File: config.mk
export PLATFORM = sky130hd
export DESIGN_NAME = converter_status
export DESIGN_NICKNAME = d
export VERILOG_FILES = /design/src/rtl/converter_status_pkg.sv /design/src/rtl/converter_status.sv
export VERILOG_INCLUDE_DIRS = /design/src /design/src/rtl
export SDC_FILE = /design/constraint.sdc
export NUM_CORES = 1
export LEC_CHECK = 0
export ABC_CLOCK_PERIOD_IN_PS = 9550
export BUFFER_PORTS_ARGS = -buffer_cell sky130_fd_sc_hd__buf_4
export CORE_UTILIZATION = 55
export CTS_BUF_LIST = sky130_fd_sc_hd__clkbuf_8 sky130_fd_sc_hd__clkbuf_16
export CTS_CLUSTER_SIZE = 40
export DETAILED_ROUTE_END_ITERATION = 7
export PLACE_DENSITY = 0.74
export SKIP_LAST_GASP = 1
export SYNTH_ARGS = -nofsm -noshare
export SYNTH_HDL_FRONTEND = slang
export SYNTH_SLANG_ARGS = --single-unit
File: constraint.sdc
create_clock -name REF_CLK_I -period 9.55 [get_ports REF_CLK_I]
set_clock_uncertainty 0.1 [all_clocks]
set_input_delay 0.955 -clock REF_CLK_I [delete_from_list [all_inputs] [get_ports REF_CLK_I]]
set_output_delay 0.955 -clock REF_CLK_I [all_outputs]
set_load 0.1 [all_outputs]
File: src/rtl/converter_status_consts.svh
// Constants for the converter status register and its serial command decoder.
`ifndef CONVERTER_STATUS_CONSTS_SVH
`define CONVERTER_STATUS_CONSTS_SVH
// ----------------------------------------------------------------------------
// Register layout
// ----------------------------------------------------------------------------
`define CST_OFFSET 3'h0
`define CST_RESET 8'h80
`define CST_RDY_BIT 7
`define CST_ERR_BIT 6
`define CST_MISSING_REFERENCE_FLAG_BIT 5
`define CST_PARITY_BIT 4
`define CST_CHAN_MSB 3
// ----------------------------------------------------------------------------
// Register select codes and sizes in bits
// ----------------------------------------------------------------------------
`define RSEL_STATUS 3'h0
`define RSEL_DATA 3'h3
`define RSEL_ID 3'h4
`define RSEL_GPO 3'h5
`define SIZE_BYTE 6'h08
`define SIZE_WORD 6'h18
`define SIZE_APPENDED 6'h20
`endif

File: src/rtl/converter_status_pkg.sv
// Types shared by the converter status register design.
`default_nettype none
package converter_status_pkg;
  typedef enum logic [1:0] {
    LINK_WAIT,
    LINK_CMD,
    LINK_SKIP,
    LINK_SEND
  } link_state_t;
endpackage
`default_nettype wire

File: src/rtl/converter_status.sv
// Converter status register with its serial command decoder and shift-out path.
`include "converter_status_consts.svh"
`default_nettype none
// Operation
// - 8-bit read-only status, resets to 0x80
// - Status shifted out MSB first
// - New result clears ready bit
// - Data read or pre-update sets ready bit
// - Power-down, idle or sync low set ready
// - Serial output pin shows ready between transfers
// - Error flag marks clamped results
// - Error clears on in-range result
// - Calibration reference faults, or range faults in system calibration, set error
// - Missing reference flag, results clamp to ones
// - Parity flag shows odd data ones
// - Appending sends status after data
module converter_status
  import converter_status_pkg::*;
#(
  parameter int DATA_W = 24,
  parameter int CHAN_W = 4
) (
  input wire logic REF_CLK_I,
  input wire logic RST_I,
  input wire logic SCLK_I,
  input wire logic DIN_I,
  input wire logic SYNC_N_I,
  input wire logic REF_BELOW_I,
  input wire logic RESULT_WRITE_I,
  input wire logic [DATA_W-1:0] RESULT_DATA_I,
  input wire logic RESULT_CLAMPED_I,
  input wire logic [CHAN_W-1:0] RESULT_CHANNEL_I,
  input wire logic UPDATE_WARN_I,
  input wire logic POWER_IDLE_I,
  input wire logic CAL_ACTIVE_I,
  input wire logic CAL_SYSTEM_I,
  input wire logic CAL_REF_BAD_I,
  input wire logic CAL_RANGE_BAD_I,
  input wire logic PARITY_CHECK_ENABLE_I,
  input wire logic APPEND_STATUS_ENABLE_I,
  output logic DOUT_RDY_N_O,
  output logic [7:0] STATUS_O,
  output logic [DATA_W-1:0] DATA_O
);
  // --------------------------------------------------------------------------
  // Pin synchronisers
  // --------------------------------------------------------------------------
  logic [3:0] meta_r;
  logic [3:0] sync_r;
  logic sclk_prev_r;
  logic sclk_rise;
  logic sclk_fall;
  logic din_s;
  logic sync_n_s;
  logic missing_reference_flag_s;

  always_ff @(posedge REF_CLK_I or posedge RST_I) begin
    if (RST_I) begin
      // Synchronisers reset to the idle pin levels, so no false edge or flag follows reset.
      meta_r <= 4'h7;
      sync_r <= 4'h7;
      sclk_prev_r <= 1'b1;
    end else begin
      meta_r <= {REF_BELOW_I, SYNC_N_I, DIN_I, SCLK_I};
      sync_r <= meta_r;
      sclk_prev_r <= sync_r[0];
    end
  end

  assign sclk_rise = sync_r[0] & ~sclk_prev_r;
  assign sclk_fall = ~sync_r[0] & sclk_prev_r;
  assign din_s = sync_r[1];
  assign sync_n_s = sync_r[2];
  assign missing_reference_flag_s = sync_r[3];

  // --------------------------------------------------------------------------
  // Command decoder and shift-out
  // --------------------------------------------------------------------------
  link_state_t state_r;
  logic [6:0] cmd_r;
  logic [5:0] cnt_r;
  logic [31:0] tx_r;
  logic dout_r;
  logic send_data_r;
  logic data_read_done;
  logic [6:0] cmd_nxt;
  logic [2:0] rsel_nxt;
  logic [7:0] status;
  logic rdy_n_r;
  logic err_r;
  logic parity_r;
  logic [CHAN_W-1:0] chan_r;
  logic [DATA_W-1:0] data_r;

  assign cmd_nxt = {cmd_r[5:0], din_s};
  assign rsel_nxt = cmd_nxt[5:3];
  assign data_read_done = (state_r == LINK_SEND) && sclk_rise && (cnt_r == 6'h01) &&
    send_data_r;

  function automatic logic [5:0] reg_size(input logic [2:0] rsel);
    unique case (rsel)
      `RSEL_STATUS, `RSEL_ID, `RSEL_GPO: reg_size = `SIZE_BYTE;
      default: reg_size = `SIZE_WORD;
    endcase
  endfunction

  always_ff @(posedge REF_CLK_I or posedge RST_I) begin
    if (RST_I) begin
      state_r <= LINK_WAIT;
      cmd_r <= 7'h00;
      cnt_r <= 6'h00;
      tx_r <= 32'h0000_0000;
      send_data_r <= 1'b0;
    end else if (sclk_rise) begin
      unique case (state_r)
        LINK_WAIT: begin
          if (!din_s) begin
            state_r <= LINK_CMD;
            cnt_r <= 6'h07;
          end
        end
        LINK_CMD: begin
          cmd_r <= cmd_nxt;
          cnt_r <= cnt_r - 6'h01;
          if (cnt_r == 6'h01) begin
            send_data_r <= cmd_nxt[6] && (rsel_nxt == `RSEL_DATA);
            if (!cmd_nxt[6]) begin
              // A write to the command register itself carries no payload.
              state_r <= (rsel_nxt == `RSEL_STATUS) ? LINK_WAIT : LINK_SKIP;
              cnt_r <= reg_size(rsel_nxt);
            end else if (rsel_nxt == `RSEL_STATUS) begin
              state_r <= LINK_SEND;
              tx_r <= {status, 24'h00_0000};
              cnt_r <= `SIZE_BYTE;
            end else if (rsel_nxt == `RSEL_DATA) begin
              state_r <= LINK_SEND;
              tx_r <= {data_r, status};
              cnt_r <= APPEND_STATUS_ENABLE_I ? `SIZE_APPENDED : `SIZE_WORD;
            end else begin
              // Other registers live elsewhere; they shift out as zeros here.
              state_r <= LINK_SEND;
              tx_r <= 32'h0000_0000;
              cnt_r <= reg_size(rsel_nxt);
            end
          end
        end
        LINK_SKIP, LINK_SEND: begin
          cnt_r <= cnt_r - 6'h01;
          if (cnt_r == 6'h01) begin
            state_r <= LINK_WAIT;
          end
        end
      endcase
    end else if (sclk_fall && state_r == LINK_SEND) begin
      tx_r <= {tx_r[30:0], 1'b0};
    end
  end

  always_ff @(posedge REF_CLK_I or posedge RST_I) begin
    if (RST_I) begin
      dout_r <= 1'b1;
    end else if (state_r == LINK_SEND) begin
      if (sclk_fall) begin
        dout_r <= tx_r[31];
      end
    end else begin
      // Between transfers the pin mirrors the ready bit for pin polling.
      dout_r <= rdy_n_r;
    end
  end

  // --------------------------------------------------------------------------
  // Status flags
  // --------------------------------------------------------------------------
  always_ff @(posedge REF_CLK_I or posedge RST_I) begin
    if (RST_I) begin
      rdy_n_r <= 1'b1;
    end else if (RESULT_WRITE_I) begin
      // A fresh result outranks a set in the same cycle, else it would be lost.
      rdy_n_r <= 1'b0;
    end else if (data_read_done || UPDATE_WARN_I) begin
      rdy_n_r <= 1'b1;
    end else if (POWER_IDLE_I || !sync_n_s) begin
      rdy_n_r <= 1'b1;
    end
  end

  always_ff @(posedge REF_CLK_I or posedge RST_I) begin
    if (RST_I) begin
      err_r <= 1'b0;
    end else if (CAL_ACTIVE_I && (CAL_REF_BAD_I || (CAL_SYSTEM_I && CAL_RANGE_BAD_I))) begin
      err_r <= 1'b1;
    end else if (RESULT_WRITE_I) begin
      err_r <= RESULT_CLAMPED_I || missing_reference_flag_s;
    end
  end

  always_ff @(posedge REF_CLK_I or posedge RST_I) begin
    if (RST_I) begin
      data_r <= '0;
      chan_r <= '0;
    end else if (RESULT_WRITE_I) begin
      data_r <= missing_reference_flag_s ? '1 : RESULT_DATA_I;
      chan_r <= RESULT_CHANNEL_I;
    end
  end

  always_ff @(posedge REF_CLK_I or posedge RST_I) begin
    if (RST_I) begin
      parity_r <= 1'b0;
    end else begin
      parity_r <= PARITY_CHECK_ENABLE_I && (^data_r);
    end
  end

  assign status = {rdy_n_r, err_r, missing_reference_flag_s, parity_r, chan_r};

  // --------------------------------------------------------------------------
  // Outputs
  // --------------------------------------------------------------------------
  always_ff @(posedge REF_CLK_I or posedge RST_I) begin
    if (RST_I) begin
      DOUT_RDY_N_O <= 1'b1;
      STATUS_O <= `CST_RESET;
      DATA_O <= '0;
    end else begin
      DOUT_RDY_N_O <= dout_r;
      STATUS_O <= status;
      DATA_O <= data_r;
    end
  end
endmodule
`default_nettype wire

==> implementation parameters <==
Parameter                              Value

Routing
  Total routed wirelength    10100 µm
  Drc violations    0
  Routed wirelength normalized by instance count    between 15 and 20 µm
  Starting DRT DRC Count    around 140
  Ratio of routed vias to standard cells    5.73
  DRT Pass-1 Iters    4
  Post-route antenna net violation count    0
  Via count    roughly 3100

Floorplan
  Initial Utilization    0.570
  Ports placed on the boundary    between 70 and 80
  DIE WIDTH    97.1 µm
  Floorplan core area    slightly below 9000 µm²
  Die Outline Area    9420 µm²
  Total number of placement rows    34
  Height of the die    97.1 µm

Run
  # Max-Cap Violations    0

Timing
  Slew Limit Fails    0
  Worst-margin pin slew    around 1100 ps
  Total negative setup slack    0 ps
  Setup violation total in the final timing report    0
  Worst rel slew slack    0.290
  Post-layout min period    2730 ps
  Fraction of the cycle the final worst path needs    0.286
  Unrepaired setup endpoints after global routing    no
  Count of endpoints failing hold in the final timing report    0
  Fmax    approximately 370 MHz

Global routing
  Met3 Usage GRT    0.0597
  GR Overflow Total    0
  First-pass GRT wire length    16800 µm
  Number of global-route vias before repair    between 3000 and 4000
  All-layer global routing usage    0.230
  Global route hottest layer    met2
  Met1 Usage GRT    0.316
  Pin count of the biggest net entering global routing    67
  Antenna violations before repair    0
  Met2 usage    0.356

Place
  Port-buffer cells    76
  Placed cell area    around 5600 µm²
  Dpl hpwl    6320 µm
  DP Cell Count    513
  Weighted congestion at the end of routability-driven global placement    0.774

Layout
  Commonest non-fill, non-tap cell in the layout    sky130_fd_sc_hd__dfrtp_1
  Area of all placed cells without fillers    6180 µm²
  Share of post-route cells with drive strength above 1    0.384
  Final #Nets    470
  Top library cells by usage in the layout, fill and taps aside    110 x sky130_fd_sc_hd__dfrtp_1, 78 x sky130_fd_sc_hd__buf_4, 40 x sky130_fd_sc_hd__a22o_1, 29 x sky130_fd_sc_hd__mux2_4, 27 x sky130_fd_sc_hd__o22a_1
  Count of inserted antenna diode cells    0
  Post-layout instance count excluding filler cells    545
  Area grow syn2layout    24.4%
  Filler Cell Count    577

Synthesis
  Total of flip-flops plus latches after synthesis    121
  Synthesized cell area    just under 5000 µm²
  Largest cells by area after synthesis    sky130_fd_sc_hd__dfrtp_1 55%, sky130_fd_sc_hd__mux2_4 8.8%, sky130_fd_sc_hd__a22o_1 7.0%, sky130_fd_sc_hd__dfstp_2 5.8%, sky130_fd_sc_hd__o22a_1 4.8%
  Count of flip-flops with a built-in enable after synthesis    0
  Number of library cell types mapped by synthesis    41
  Synthesized net count    392
  Number of warnings printed during yosys synthesis    0
  Synth top area share    0.554
  Largest area contributor in the synthesized netlist    sky130_fd_sc_hd__dfrtp_1
  Synth Instances    346
  Post-synthesis average cell area    14.4 µm²
  Leading register cell type out of synthesis    sky130_fd_sc_hd__dfrtp_1
  Share of synthesized area occupied by flip-flops and latches    0.612
  Asr flop ratio synth    1.00

Worst hold path
  Number of cells on the worst hold path    0
  Beginning of the worst hold path    meta_r[0]
  Worst min-delay path category    flop to flop

Setup path
  Worst path top cell family by delay    simple AND/OR/NAND/NOR gates
  Maximum net fanout on the critical path    31
  Reg-to-reg critical path endpoint    tx_r[19]
  Category of the worst setup path capture point    flop
  Depth of the most critical reg-to-reg path    5
  Cell with the largest stage delay on the worst path    sky130_fd_sc_hd__nand2_2
  Classification of the worst setup path    flop to flop
  Buffers & Inverters on Critical Path    0
  Critical Path Start Type    flop
  Critical path launch point    cnt_r[2]
  R2R Path Start    cnt_r[2]
  Endpoint required time on the critical path    9830 ps
  Reg2reg setup slack    6820 ps
  Cell depth of the worst setup path    5
  Last element of the critical path    tx_r[19]
  Crit-path cells    nor3_2, nor3b_4, a32o_2, nand2_2, mux2_4
  Slowest cell delay on critical path    590 ps
  Arr. time, crit path    3020 ps

Clock tree
  Post-cts gate resize count    0
  Clock tree from TritonCTS    done
  Clock-pin transition on the worst setup and hold timing paths    ~60 ps
  CTS root buffer    sky130_fd_sc_hd__clkbuf_8
  Post-CTS Hold Buffers    0
  Clock insertion delay at the later pin of the skew report    roughly 520 ps
  Clock buffer count from CTS    17
  Max H-tree Level    4
  Clock tree sinks    121
  Number of setup buffers added after CTS    0
  Clock buffer depth    2

Power
  Worst ir drop on vdd    0.118 mV
  LEAKAGE    approximately 2.8 nW
  Power per cell area    258 nW/µm²

Run status
  Status    complete, no violations
synthesized netlist by cell type (2+ instances only):
master                     instances
sky130_fd_sc_hd__ha_1              2
sky130_fd_sc_hd__o21ai_0           6
sky130_fd_sc_hd__a31oi_1           3
sky130_fd_sc_hd__nor2_1           10
sky130_fd_sc_hd__xnor2_1          20
sky130_fd_sc_hd__o22ai_1           2
sky130_fd_sc_hd__buf_1             3
sky130_fd_sc_hd__a22o_1           40
sky130_fd_sc_hd__xor2_1            2
sky130_fd_sc_hd__dfrtp_1         110
sky130_fd_sc_hd__mux2_4           29
sky130_fd_sc_hd__nor2b_1           4
sky130_fd_sc_hd__nor3_1            2
sky130_fd_sc_hd__inv_1             6
sky130_fd_sc_hd__nand2b_1          5
sky130_fd_sc_hd__dfstp_2          11
sky130_fd_sc_hd__and2_1            2
sky130_fd_sc_hd__clkbuf_1         13
sky130_fd_sc_hd__mux2i_1           2
sky130_fd_sc_hd__mux2_2           13
sky130_fd_sc_hd__buf_6             3
sky130_fd_sc_hd__o22a_1           27
sky130_fd_sc_hd__nand2_1           4
sky130_fd_sc_hd__a22oi_1           2
sky130_fd_sc_hd__a21oi_1           9
per-stage QoR:
stage / total power, mW / worst slack [ps] / util / hold WS, ps
3_3_place_gp: 0.974 / 7010 / 0.642 / 232
5_1_grt: 1.66 / 6660 / 0.709 / 257
3_5_place_dp: 0.985 / 6880 / 0.642 / 236
6_report: 1.59 / 6820 / 0.709 / 255
2_1_floorplan: 0.902 / 5300 / - / 231
4_1_cts: 1.61 / 6860 / 0.709 / 256
sequential cells by signal, indices dropped and copies added, names as in the netlist:
signal	cells
DATA_O	24
dout_r	1
data_r	24
meta_r	4
cnt_r	6
DOUT_RDY_N_O	1
STATUS_O	8
state_r	2
sclk_prev_r	1
cmd_r	6
send_data_r	1
err_r	1
tx_r	32
parity_r	1
sync_r	4
rdy_n_r	1
chan_r	4
per-layer routing:
layer  part of all wire  vias up
li1                   -     1430
met1               0.44     1594
met2               0.50       91
met3              0.049        8
met4              0.010        0
met5                  0        -
report_power, final:
part | leakage, nW | switching, mW | internal [mW] | total [mW]
logic | 1.12 | 0.204 | 0.142 | 0.345
clock network | 0.280 | 0.240 | 0.376 | 0.616
registers | 1.40 | 0.0588 | 0.575 | 0.633
total | 2.80 | 0.503 | 1.09 | 1.59
cells by family after synthesis:
family | count (synthesis) | share of synthesized area
AO/OA/AOI/OAI | 93 | 0.150
XOR/XNOR | 23 | 0.0433
adder cells (fa/ha/maj) | 2 | 0.00503
buffers and inverters | 25 | 0.0234
flip-flops | 121 | 0.612
multiplexers | 44 | 0.121
AND/OR/NAND/NOR | 38 | 0.0453
how the worst min path moves through the flow:
stage                end  slack (ps)
2_1_floorplan  sync_r[3]         230
3_3_place_gp   sync_r[3]         230
3_5_place_dp   sync_r[3]         240
4_1_cts        sync_r[0]         260
5_1_grt        sync_r[0]         260
6_report       sync_r[0]         260
worst reg2reg max path: cells and delay by family (launching register included):
| family | cells | cell delay (ps) |
|---|---|---|
| AOI/OAI and AO/OA | 1 | 260 |
| and+or+nand+nor | 3 | 1240 |
| DFF | 1 | 450 |
| muxes | 1 | 560 |
cell type report:
class | instances | area [µm²] | share of cell area
sequential | 121 | 3040 | 0.492
multi-input combinational | 200 | 1810 | 0.293
timing repair buffer | 78 | 586 | 0.0947
clock buffer | 17 | 414 | 0.0670
clock inverter | 15 | 168 | 0.0271
tap | 108 | 135 | 0.0219
inverter | 6 | 25.0 | 0.00405
No activity file was read; power rests on OpenSTA's default activity.
